<file path="src/hw/cgm_pkg.sv">
// Package for the capacitor gauge mode and learning parameter block
package cgm_pkg;
	// Printed offsets (not all multiples of four): register index, byte addr = 4*index
	localparam logic [7:0] IDX_DSG_THR   = 8'h00;
	localparam logic [7:0] IDX_CHG_THR   = 8'h02;
	localparam logic [7:0] IDX_QUIT_CUR  = 8'h04;
	localparam logic [7:0] IDX_VCHG0     = 8'h06;
	localparam logic [7:0] IDX_VCHG1     = 8'h08;
	localparam logic [7:0] IDX_VCHG2     = 8'h0A;
	localparam logic [7:0] IDX_VCHG3     = 8'h0C;
	localparam logic [7:0] IDX_FLOOR     = 8'h10;
	localparam logic [7:0] IDX_LEARN_WK  = 8'h12;
	// Own block for registers sharing printed offsets with others
	localparam logic [7:0] IDX_LEARN_TMO = 8'h20;
	localparam logic [7:0] IDX_GAIN      = 8'h21;
	localparam logic [7:0] IDX_CHARGE_SCALE_DELTA  = 8'h22;
	localparam logic [7:0] IDX_DEADBAND  = 8'h23;
	localparam logic [7:0] IDX_CURRENT   = 8'h24;
	localparam logic [7:0] IDX_TEMP      = 8'h25;
	localparam logic [7:0] IDX_CTRL      = 8'h26;
	localparam logic [7:0] IDX_STATUS    = 8'h27;
	localparam logic [7:0] IDX_CHARGE    = 8'h28;
	// Reset values
	localparam logic [15:0] RST_DSG_THR   = 16'h000A;
	localparam logic [15:0] RST_CHG_THR   = 16'h0000;
	localparam logic [15:0] RST_QUIT_CUR  = 16'h0000;
	localparam logic [15:0] RST_LEARN_TMO = 16'h000A;
	localparam logic [15:0] RST_VCHG0     = 16'h28A0;
	localparam logic [15:0] RST_VCHG1     = 16'h2B75;
	localparam logic [15:0] RST_VCHG2     = 16'h2E63;
	// Printed default 125000 exceeds 16 bits; held at the 25000 limit
	localparam logic [15:0] RST_VCHG3     = 16'h61A8;
	localparam logic [15:0] RST_FLOOR     = 16'h0FA0;
	localparam logic [7:0]  RST_LEARN_WK  = 8'h02;
	localparam logic [15:0] RST_DEADBAND  = 16'h0000;
	localparam logic [31:0] RST_GAIN      = 32'h3F711FF3; // 0.9419 single
	localparam logic [31:0] RST_CHARGE_SCALE_DELTA  = 32'h48892C9A; // 280932.825 single
	// Value limits
	localparam logic [15:0] MAX_VCHG      = 16'h61A8;
	localparam logic [15:0] MAX_TMO       = 16'h7FFF;
	localparam logic [15:0] MAX_FLOOR     = 16'h2710;
	localparam logic [15:0] MAX_THR       = 16'h07D0;
	localparam logic [15:0] MAX_QUIT      = 16'h03E8;
	// Temperature window, whole degrees C, signed
	localparam logic signed [15:0] TEMP_LO = 16'sh0005;
	localparam logic signed [15:0] TEMP_HI = 16'sh002D;
	// Timing
	localparam int CLK_HZ        = 200_000_000;
	localparam int QUAL_S        = 60;
	localparam int IDLE_S        = 5;
	localparam int SEC_PER_WEEK  = 604800;
	// Control fields
	localparam int CTRL_LEARN_GO = 0;
	localparam int CTRL_CAL_DONE = 1;

	typedef enum logic [2:0] {
		CGM_RELAX = 3'b001,
		CGM_CHG   = 3'b010,
		CGM_DSG   = 3'b100
	} cgm_mode_e;

	typedef enum logic [1:0] {
		LRN_IDLE = 2'b01,
		LRN_RUN  = 2'b10
	} cgm_lrn_e;

	typedef struct packed {
		logic [15:0] dsg_thr;
		logic [15:0] chg_thr;
		logic [15:0] quit_cur;
		logic [15:0] learn_tmo;
		logic [15:0] vchg0;
		logic [15:0] vchg1;
		logic [15:0] vchg2;
		logic [15:0] vchg3;
		logic [15:0] floor_v;
		logic [7:0]  learn_wk;
		logic [31:0] gain;
		logic [31:0] charge_scale_delta;
		logic [15:0] deadband;
	} cgm_params_s;
endpackage : cgm_pkg

</file>
<file path="src/hw/cgm_top.sv">
// Mode tracking, learning schedule, deadband and auto-calibration control
// Contract
// Both selects low picks level 0
// Hi low, lo high picks level 1
// Hi high, lo low picks level 2
// Both high picks level 3; limit 25000
// Learning cycle bounded by timeout seconds
// Usage floor voltage, limited 10000
// Learning starts every interval weeks
// Charge to discharge below minus threshold
// Discharge to charge above threshold
// Charge to relax after 60s below quit
// Discharge to relax after 60s above minus quit
// No accumulation inside deadband
// Calibrate after 5s bus low, 5..45C
// Current gain scale parameter held
// Charge delta scale parameter held
// Defaults usable without calibration
// Qualification timer restarts on recrossing
// Idle timer resets; temperature gates calibration
`timescale 1ns/100ps
`default_nettype none
module cgm_top
	import cgm_pkg::*;
#(
	parameter int SEC_CYCLES = CLK_HZ
) (
	input  wire logic               mclk,
	input  wire logic               rst,
	input  wire logic               hsel,
	input  wire logic [31:0]        haddr,
	input  wire logic [1:0]         htrans,
	input  wire logic               hwrite,
	input  wire logic [2:0]         hsize,
	input  wire logic [31:0]        hwdata,
	input  wire logic               hready,
	output logic      [31:0]        hrdata,
	output logic                    hreadyout,
	output logic                    hresp,
	input  wire logic               charge_level_select_hi,
	input  wire logic               charge_level_select_lo,
	input  wire logic               smb_clk_in,
	input  wire logic               smb_data_in,
	output logic      [15:0]        charge_target_mv,
	output logic      [2:0]         mode,
	output logic                    learning_active,
	output logic                    cal_active
);
	import cgm_pkg::*;

	localparam int QUAL_CYC = QUAL_S;
	localparam int IDLE_CYC = IDLE_S;

	typedef struct packed {
		cgm_params_s  p;
		logic signed [15:0] current;
		logic signed [15:0] temp;
		logic [31:0]  sec_cnt;
		logic         sec_tick;
		logic [7:0]   qual_s;
		logic [3:0]   idle_s;
		logic [19:0]  week_s;
		logic [7:0]   weeks;
		logic [15:0]  lrn_s;
		cgm_lrn_e     lrn;
		cgm_mode_e    md;
		logic         cal;
		logic signed [31:0] charge;
		logic         ph_valid;
		logic         ph_write;
		logic [7:0]   ph_idx;
		logic [31:0]  rdata;
		logic [15:0]  target;
	} cgm_state_s;

	cgm_state_s st_reg;
	cgm_state_s st_next;

	// Clamp a written value to its documented range
	function automatic logic [15:0] cgm_clamp(input logic [15:0] v, input logic [15:0] lim);
		cgm_clamp = (v > lim) ? lim : v;
	endfunction

	// Magnitude of a signed current sample
	function automatic logic [15:0] cgm_abs(input logic signed [15:0] v);
		cgm_abs = v[15] ? 16'(-v) : 16'(v);
	endfunction

	logic signed [16:0] neg_dsg;
	logic signed [16:0] neg_quit;
	logic signed [16:0] cur_x;
	logic               bus_low;
	logic               temp_ok;
	logic               addr_ok;

	always_comb begin
		cur_x    = 17'(st_reg.current);
		neg_dsg  = -17'(signed'({1'b0, st_reg.p.dsg_thr}));
		neg_quit = -17'(signed'({1'b0, st_reg.p.quit_cur}));
		bus_low  = !smb_clk_in && !smb_data_in;
		temp_ok  = (st_reg.temp >= TEMP_LO) && (st_reg.temp <= TEMP_HI);
		addr_ok  = (haddr[1:0] == 2'b00) && (haddr[31:10] == 22'h0);
	end

	// Next-state logic for every part of the block
	always_comb begin
		st_next = st_reg;
		st_next.sec_tick = 1'b0;

		// One-second enable pulse from the clock divider
		if (st_reg.sec_cnt == 32'(SEC_CYCLES - 1)) begin
			st_next.sec_cnt  = 32'h0;
			st_next.sec_tick = 1'b1;
		end else begin
			st_next.sec_cnt = st_reg.sec_cnt + 32'h1;
		end

		// select level by pins
		case ({charge_level_select_hi, charge_level_select_lo})
			2'b00: st_next.target = st_reg.p.vchg0;
			2'b01: st_next.target = st_reg.p.vchg1;
			2'b10: st_next.target = st_reg.p.vchg2;
			default: st_next.target = st_reg.p.vchg3;
		endcase

		// Mode tracking; relaxation leaves on any threshold crossing
		case (st_reg.md)
			CGM_CHG: begin
				// enter discharge
				if (cur_x < neg_dsg) begin
					st_next.md     = CGM_DSG;
					st_next.qual_s = 8'h0;
				// quit qualification
				end else if (cur_x < 17'(signed'({1'b0, st_reg.p.quit_cur}))) begin
					if (st_reg.sec_tick) begin
						st_next.qual_s = st_reg.qual_s + 8'h1;
					end
					if (st_reg.qual_s >= 8'(QUAL_CYC)) begin
						st_next.md     = CGM_RELAX;
						st_next.qual_s = 8'h0;
					end
				end else begin
					st_next.qual_s = 8'h0;
				end
			end
			CGM_DSG: begin
				// enter charge
				if (cur_x > 17'(signed'({1'b0, st_reg.p.chg_thr}))) begin
					st_next.md     = CGM_CHG;
					st_next.qual_s = 8'h0;
				// quit qualification
				end else if (cur_x > neg_quit) begin
					if (st_reg.sec_tick) begin
						st_next.qual_s = st_reg.qual_s + 8'h1;
					end
					if (st_reg.qual_s >= 8'(QUAL_CYC)) begin
						st_next.md     = CGM_RELAX;
						st_next.qual_s = 8'h0;
					end
				end else begin
					st_next.qual_s = 8'h0;
				end
			end
			default: begin
				st_next.qual_s = 8'h0;
				if (cur_x > 17'(signed'({1'b0, st_reg.p.chg_thr}))) begin
					st_next.md = CGM_CHG;
				end else if (cur_x < neg_dsg) begin
					st_next.md = CGM_DSG;
				end
			end
		endcase

		// deadband gates accumulation
		if (st_reg.sec_tick && (cgm_abs(st_reg.current) >= st_reg.p.deadband)) begin
			st_next.charge = st_reg.charge + 32'(st_reg.current);
		end

		// idle-low timer and temperature gate
		if (!bus_low) begin
			st_next.idle_s = 4'h0;
		end else if (st_reg.sec_tick && st_reg.idle_s < 4'(IDLE_CYC)) begin
			st_next.idle_s = st_reg.idle_s + 4'h1;
		end
		if (bus_low && temp_ok && st_reg.idle_s >= 4'(IDLE_CYC)) begin
			st_next.cal = 1'b1;
		end

		// week counter starts learning cycles
		if (st_reg.sec_tick) begin
			if (st_reg.week_s == 20'(SEC_PER_WEEK - 1)) begin
				st_next.week_s = 20'h0;
				st_next.weeks  = st_reg.weeks + 8'h1;
			end else begin
				st_next.week_s = st_reg.week_s + 20'h1;
			end
		end
		case (st_reg.lrn)
			LRN_IDLE: begin
				st_next.lrn_s = 16'h0;
				if (st_reg.p.learn_wk != 8'h0 && st_reg.weeks >= st_reg.p.learn_wk) begin
					st_next.lrn   = LRN_RUN;
					st_next.weeks = 8'h0;
				end
			end
			default: begin
				// timeout ends cycle
				if (st_reg.sec_tick) begin
					st_next.lrn_s = st_reg.lrn_s + 16'h1;
				end
				if (st_reg.lrn_s >= st_reg.p.learn_tmo) begin
					st_next.lrn = LRN_IDLE;
				end
			end
		endcase

		// Bus data phase: write, then capture the next address phase
		st_next.rdata = 32'h0;
		if (st_reg.ph_valid && st_reg.ph_write) begin
			if (st_reg.ph_idx == IDX_DSG_THR) begin
				st_next.p.dsg_thr = cgm_clamp(hwdata[15:0], MAX_THR);
			end else if (st_reg.ph_idx == IDX_CHG_THR) begin
				st_next.p.chg_thr = cgm_clamp(hwdata[15:0], MAX_THR);
			end else if (st_reg.ph_idx == IDX_QUIT_CUR) begin
				st_next.p.quit_cur = cgm_clamp(hwdata[15:0], MAX_QUIT);
			end else if (st_reg.ph_idx == IDX_VCHG0) begin
				// voltage range limit
				st_next.p.vchg0 = cgm_clamp(hwdata[15:0], MAX_VCHG);
			end else if (st_reg.ph_idx == IDX_VCHG1) begin
				st_next.p.vchg1 = cgm_clamp(hwdata[15:0], MAX_VCHG);
			end else if (st_reg.ph_idx == IDX_VCHG2) begin
				st_next.p.vchg2 = cgm_clamp(hwdata[15:0], MAX_VCHG);
			end else if (st_reg.ph_idx == IDX_VCHG3) begin
				st_next.p.vchg3 = cgm_clamp(hwdata[15:0], MAX_VCHG);
			end else if (st_reg.ph_idx == IDX_FLOOR) begin
				// floor limit
				st_next.p.floor_v = cgm_clamp(hwdata[15:0], MAX_FLOOR);
			end else if (st_reg.ph_idx == IDX_LEARN_WK) begin
				st_next.p.learn_wk = hwdata[7:0];
			end else if (st_reg.ph_idx == IDX_LEARN_TMO) begin
				st_next.p.learn_tmo = cgm_clamp(hwdata[15:0], MAX_TMO);
			end else if (st_reg.ph_idx == IDX_GAIN) begin
				// gain stored
				st_next.p.gain = hwdata;
			end else if (st_reg.ph_idx == IDX_CHARGE_SCALE_DELTA) begin
				// delta stored
				st_next.p.charge_scale_delta = hwdata;
			end else if (st_reg.ph_idx == IDX_DEADBAND) begin
				st_next.p.deadband = hwdata[15:0];
			end else if (st_reg.ph_idx == IDX_CURRENT) begin
				st_next.current = hwdata[15:0];
			end else if (st_reg.ph_idx == IDX_TEMP) begin
				st_next.temp = hwdata[15:0];
			end else if (st_reg.ph_idx == IDX_CTRL) begin
				if (hwdata[CTRL_LEARN_GO]) begin
					st_next.lrn = LRN_RUN;
				end
				// A new idle request wins over the clear
				if (hwdata[CTRL_CAL_DONE] && !(bus_low && temp_ok
						&& st_reg.idle_s >= 4'(IDLE_CYC))) begin
					st_next.cal = 1'b0;
				end
			end
		end
		st_next.ph_valid = hsel && hready && htrans[1];
		st_next.ph_write = hwrite;
		st_next.ph_idx   = addr_ok ? haddr[9:2] : 8'hFF;
		if (hsel && hready && htrans[1] && !hwrite) begin
			if (haddr[9:2] == IDX_DSG_THR) begin
				st_next.rdata = {16'h0, st_reg.p.dsg_thr};
			end else if (haddr[9:2] == IDX_CHG_THR) begin
				st_next.rdata = {16'h0, st_reg.p.chg_thr};
			end else if (haddr[9:2] == IDX_QUIT_CUR) begin
				st_next.rdata = {16'h0, st_reg.p.quit_cur};
			end else if (haddr[9:2] == IDX_VCHG0) begin
				st_next.rdata = {16'h0, st_reg.p.vchg0};
			end else if (haddr[9:2] == IDX_VCHG1) begin
				st_next.rdata = {16'h0, st_reg.p.vchg1};
			end else if (haddr[9:2] == IDX_VCHG2) begin
				st_next.rdata = {16'h0, st_reg.p.vchg2};
			end else if (haddr[9:2] == IDX_VCHG3) begin
				st_next.rdata = {16'h0, st_reg.p.vchg3};
			end else if (haddr[9:2] == IDX_FLOOR) begin
				st_next.rdata = {16'h0, st_reg.p.floor_v};
			end else if (haddr[9:2] == IDX_LEARN_WK) begin
				st_next.rdata = {24'h0, st_reg.p.learn_wk};
			end else if (haddr[9:2] == IDX_LEARN_TMO) begin
				st_next.rdata = {16'h0, st_reg.p.learn_tmo};
			end else if (haddr[9:2] == IDX_GAIN) begin
				st_next.rdata = st_reg.p.gain;
			end else if (haddr[9:2] == IDX_CHARGE_SCALE_DELTA) begin
				st_next.rdata = st_reg.p.charge_scale_delta;
			end else if (haddr[9:2] == IDX_DEADBAND) begin
				st_next.rdata = {16'h0, st_reg.p.deadband};
			end else if (haddr[9:2] == IDX_CURRENT) begin
				st_next.rdata = {16'h0, st_reg.current};
			end else if (haddr[9:2] == IDX_TEMP) begin
				st_next.rdata = {16'h0, st_reg.temp};
			end else if (haddr[9:2] == IDX_STATUS) begin
				st_next.rdata = {16'h0, st_reg.target[7:0], 3'h0,
					st_reg.cal, st_reg.lrn == LRN_RUN, st_reg.md};
			end else if (haddr[9:2] == IDX_CHARGE) begin
				st_next.rdata = st_reg.charge;
			end
			if (!addr_ok) begin
				st_next.rdata = 32'h0;
			end
		end
	end

	// R16 register defaults are usable values
	always_ff @(posedge mclk) begin
		if (rst) begin
			st_reg <= '{p: '{dsg_thr: RST_DSG_THR, chg_thr: RST_CHG_THR,
				quit_cur: RST_QUIT_CUR, learn_tmo: RST_LEARN_TMO,
				vchg0: RST_VCHG0, vchg1: RST_VCHG1, vchg2: RST_VCHG2,
				vchg3: RST_VCHG3, floor_v: RST_FLOOR, learn_wk: RST_LEARN_WK,
				gain: RST_GAIN, charge_scale_delta: RST_CHARGE_SCALE_DELTA, deadband: RST_DEADBAND},
				lrn: LRN_IDLE, md: CGM_RELAX, target: RST_VCHG0, default: '0};
		end else begin
			st_reg <= st_next;
		end
	end

	// Outputs straight from state flops; zero wait state, always OKAY
	always_comb begin
		hrdata           = st_reg.rdata;
		hreadyout        = 1'b1;
		hresp            = 1'b0;
		charge_target_mv = st_reg.target;
		mode             = st_reg.md;
		learning_active  = st_reg.lrn == LRN_RUN;
		cal_active       = st_reg.cal;
	end
endmodule // cgm_top
`default_nettype wire

</file>
<file path="config.mk">
export PLATFORM = sky130hd
export DESIGN_NAME = cgm_top
export DESIGN_NICKNAME = d
export VERILOG_FILES = /design/src/hw/cgm_pkg.sv /design/src/hw/cgm_top.sv
export SDC_FILE = /design/constraint.sdc
export NUM_CORES = 1
export LEC_CHECK = 0
export BUFFER_PORTS_ARGS = -buffer_cell sky130_fd_sc_hd__buf_2
export CORE_MARGIN = 3
export CORE_UTILIZATION = 25
export DETAILED_ROUTE_END_ITERATION = 8
export RECOVER_POWER = 50
export SLEW_MARGIN = 20
export SYNTH_ARGS = -nofsm -noshare
export SYNTH_HDL_FRONTEND = slang
export SYNTH_SLANG_ARGS = --single-unit
</file>
<file path="constraint.sdc">
create_clock -name mclk -period 4.5 [get_ports mclk]
set_clock_uncertainty 0.1 [all_clocks]
set_input_delay 0.9 -clock mclk [delete_from_list [all_inputs] [get_ports mclk]]
set_output_delay 0.9 -clock mclk [all_outputs]
set_load 0.01 [all_outputs]
</file>
==> Yosys cells after proc, flatten, opt, wreduce, memory -nomap -nowiden <==
Cells that the tools add are included.
{ "word_totals": {"n_memories": 0, "in_bits": 78, "out_inout_bits": 55, "latchBits": 0, "elab_cells": 248, "ramBits": 0, "register_bits": 449, "rom_bits": 0} }
{ "op_classes": {"div": 0, "muxes": 86, "bitwise_logic": 17, "magnitude_cmp": 17, "mul": 0, "add_sub_neg": 10, "n_eq_ne": 41, "reduce_logical": 45, "shifts": 0} }
{ "op_table": {"columns": ["op", "count"], "rows": [
  ["16-bit 2-to-1 mux", 16],
  ["32-bit 2-to-1 mux", 7],
  ["8-bit by 6-bit == test with 1-bit output (second input constant)", 15],
  ["8-bit 2-to-1 mux", 11],
  ["8-bit by 4-bit == test with 1-bit output (second input constant)", 6],
  ["16-bit one-hot mux with 3 select lines", 1],
  ["2-bit 2-to-1 mux", 21],
  ["16-bit by 17-bit > comparator with 1-bit output", 2],
  ["16-bit by 17-bit < comparator with 1-bit output", 2],
  ["16-bit negation with 17-bit output", 2],
  ["32-bit by 1-bit adder with 32-bit output (second input constant)", 1],
  ["32-bit by 16-bit adder with 32-bit output", 1],
  ["32-bit by 28-bit == test with 1-bit output (second input constant)", 1],
  ["8-bit by 3-bit == test with 1-bit output (second input constant)", 4],
  ["8-bit by 5-bit == test with 1-bit output (second input constant)", 4],
  ["16-bit greater-or-equal comparator", 2],
  ["16-bit by 15-bit > comparator with 1-bit output (second input constant)", 2],
  ["22-bit logical NOT", 1],
  ["3-bit 2-to-1 mux", 7],
  ["20-bit by 1-bit adder with 20-bit output (second input constant)", 1],
  ["20-bit == test (second input constant)", 1],
  ["1-bit 2-to-1 mux", 20],
  ["20-bit 2-to-1 mux", 1],
  ["1-bit inverter", 17],
  ["other kinds (45)", 70]
]} }

==> Logic depth before layout (Yosys ltp) <==
{ "logic_depth": {"ltp_word": 24, "depth_mapped": 17} }

==> Least setup slack after synthesis <==
Ideal clock, no wire load.
{ "synth_path": {"path_kind": "register to register", "startpoint": "register st_reg, in the netlist cur_x[15]", "endpoint": "register st_reg[88] (netlist bit)", "path_buffers": 3, "setup_time_ps": 120, "t_arrival_ps": 3441, "setup_slack_ps": 840, "t_required_ps": 4280, "synth_period_minus_slack_ps": 3660, "stages_incl_launch_ff": 14, "path_cell_list": "dfxtp_1 > clkbuf_1 > clkbuf_1 > o31ai_1 > xnor2_1 > ha_1 > or4_1 > a21oi_1 > o21ai_0 > a221o_1 > a21oi_1 > buf_2 > nor4b_1 > a211o_1"} }
{ "synth_between": {"elab_chain_len": 4} }
{ "synth_lines": {"columns": ["element", "line", "source"], "rows": [
  ["start: declaration", "cgm_top.sv:76", "cgm_state_s st_reg;"],
  ["start signal: assignment", "cgm_top.sv:314", "st_reg <= '{p: '{dsg_thr: RST_DSG_THR, chg_thr: RST_CHG_THR,"],
  ["start signal: assignment", "cgm_top.sv:321", "st_reg <= st_next;"],
  ["16-bit negation", "cgm_top.sv:86", "cgm_abs = v[15] ? 16'(-v) : 16'(v);"],
  ["16-bit 2-to-1 mux", "cgm_top.sv:86", null],
  ["16-bit greater-or-equal comparator", "cgm_top.sv:175", "if (st_reg.sec_tick && (cgm_abs(st_reg.current) >= st_reg.p.deadband)) begin"],
  ["1-bit logical AND", "cgm_top.sv:175", null]
]} }
Several ways; a longest one is shown, not always the timed one.
A chain may end at the register's enable or synchronous reset.

==> flow_summary.toml <==
[status]
status = "complete, but fails checks"
violations = "max-capacitance violations, max-slew violations"

[timing]
rsz0062_at_grt = "no"
fmax_ghz = 0.246
relSlewSlack = -1.39
hold_viol = 0
tns_ns = 0
slew_violations = 184
fin_crit_sh = 0.905
setup_violations = 0
tightest_slew_ns = 3.58
fin_crit_ns = 4.07

[synthesis]
yosysUniqueCellTypes = 83
yosys_warnings = 0
synthCells = 2939
synth-edff-count = 0
yosysMostFrequentCell = "dfxtp_1"
yosysTopAreaCell = "dfxtp_1"
synth_top_area_frac = 0.376
ys_seq_elements = 449
seq_area_frac_synth = 0.376
yosys-top-cells-count = "dfxtp_1, nand2_1, nor2_1, a21oi_1, ha_1"
yosys-top-cells-area = "dfxtp_1, ha_1, nand2_1, a21oi_1, nor2_1"
async_flop_share = 0
synthFlopType = "dfxtp_1"
netlist_area_um2 = 23900
syn_avg_cell_area_um2 = 8.14

[clock_network]
cts_hold_buf = 0
cts_sinks = 449
cts_tree = "done"
cts-resized-gates = 0
htreeDepth = 2
clockRootBuffer = "clkbuf_16"
clk_latency_ns = 0.62
clockBufferDepth = 3
post_cts_buffers = 0
cts_buffers = 50
clk_pin_slew_ns = 0.06

[drt]
drt_wl_total_um = 84600
num_vias = 22197
drt_iter0_markers = 2387
drtPass1Iterations = 6
remaining_drc_errors = 0
routedWlPerCell_um = 19.7
ant_nets = 0
via_per_inst = 5.18

[power_and_ir_drop]
p_leak_nw = 10.5
power.switching_mw = 2.04
power_switching_share = 0.238
comb_power_share = 0.040
intPower_mw = 6.53
ir_drop_mv = 0.249
powerDensity_nw_per_um2 = 314
clockPowerShare = 0.493
p_seq_frac = 0.467
power_mw = 8.57

[global_routing]
grt-ovfl-total = 0
grt_pass1_wl_um = 127000
grt_max_degree = 116
grt_use_total = 0.164
grt_pass1_vias = 20397
antenna_found_initial = 5

[setup_path]
worstSetupPathType = "input port to flop"
reg2reg_depth = 15
r2r_start = "st_reg[404]"
crit_arrival_ns = 4.48
end_kind = "flop"
slowest_delay_ns = 2.52
rrSetupSlack_ns = 0.47
path_max_fanout = 75
cp.required_ns = 4.91
path_cells = "clkbuf_8 > clkbuf_1 > or2_2 > nor3_1 > or3_1"
r2r_end = "mode[1]"
critPathLaunchType = "input port"
slowest_stage = "clkbuf_1"

[layout]
regArea_um2 = 8990
multi_input_area_um2 = 13500
layout-drive-gt1-share = 0.0898
fin_nets = 3216
post-route-util = 0.290
nFillCells = 10148
largest_register_ffs = 381
syn_to_final_growth_pct = 14.1

[floorplanning]
start_util = 0.254
die_area_um2 = 99500
coreArea_um2 = 94200
row_count = 112
die_h_um = 315
pin_count = 133
die_w_um = 315

[job]
cap_violations = 4

[hold_path]
min-delay-start = "st_reg[294]"
min_path_type = "flop to flop"
min_to = "hrdata[29]"
hold_depth = 2

[placed_design]
numPortBuffers = 126
dpl.hpwl_um = 60900
globalplace.congestion = 0.952
metal layers:
metal,wire length [µm],vias up,track usage
li1,-,10551,-
met1,35900,10424,0.220
met2,36700,1006,0.255
met3,7330,212,0.0263
met4,4680,4,0.0836
met5,31,-,0
cells in the final DEF (no fill, tap or decap), types with 15 or more instances in the layout:
cell       instances
inv_1            105
nor2_1           294
o22ai_1           20
o21ai_0           81
clkbuf_16         51
o211ai_1          38
and3_1            31
a211oi_1          49
a21oi_1          237
nand2_1          414
mux2i_1           35
o21a_1            16
buf_2             70
nor3_1            75
xor2_1            73
dfxtp_1          449
nand3_1          143
clkbuf_1          77
a21o_1            43
or3_1             22
nand4_1           36
buf_4             68
a22oi_1           56
nor2b_1           22
ha_1             147
xnor2_1           53
a31oi_1           20
mux4_2            16
nor4_1            36
a221oi_1          15
area by class of cell:
class                           instances  area share
Multi-Input combinational cell       2176       0.495
Sequential cell                       449       0.329
Tap cell                             1254      0.0575
Clock buffer                           74      0.0543
Timing Repair Buffer                  207      0.0426
Inverter                              106      0.0146
Clock inverter                         17     0.00692
Antenna cell                            1   0.0000917
critical path, delay by kind of cell:
kind / cells / cell delay [ns]
AND/OR/NAND/NOR: 3 / 0.88
buffers and inverters: 2 / 2.68
cells by family after synthesis:
kind of cell	share of synthesized area
adder cells (fa/ha/maj)	0.0777
multiplexers	0.0302
AO/OA/AOI/OAI	0.187
XOR/XNOR	0.0461
AND/OR/NAND/NOR	0.224
other	0.000314
flip-flops	0.376
buffers and inverters	0.0596
power groups by stage:
stage               combinational (mW)  clock, mW  sequential (mW)
floorplan                        0.183          0             4.08
global placement                 0.334          0             4.09
detailed placement               0.335          0             4.09
CTS                              0.336       4.31             4.00
global route                     0.355       4.44             4.00
finish                           0.340       4.23             4.00
per-stage QoR:
step,setup WS [ns],area [µm²],cells,hold slack [ns]
after floorplan,0.840,23900,2941,0.313
after global placement,0.549,25800,4192,0.328
after detailed placement,0.522,25800,4192,0.333
after CTS,0.563,27500,4283,0.347
after global routing,0.143,27300,4283,0.355
final,0.428,27300,4284,0.352
worst max path at each step:
stage	start	to	slack (ns)	cells after the start
6_report	rst	st_reg[95]	0.43	5
5_1_grt	rst	st_reg[95]	0.14	5
4_1_cts	cur_x[0]	st_reg[89]	0.56	15
3_5_place_dp	haddr[2]	hrdata[12]	0.52	10
3_3_place_gp	haddr[2]	hrdata[12]	0.55	10
2_1_floorplan	cur_x[15]	st_reg[88]	0.84	13
Note: power is estimated with default switching activity, not from simulation.
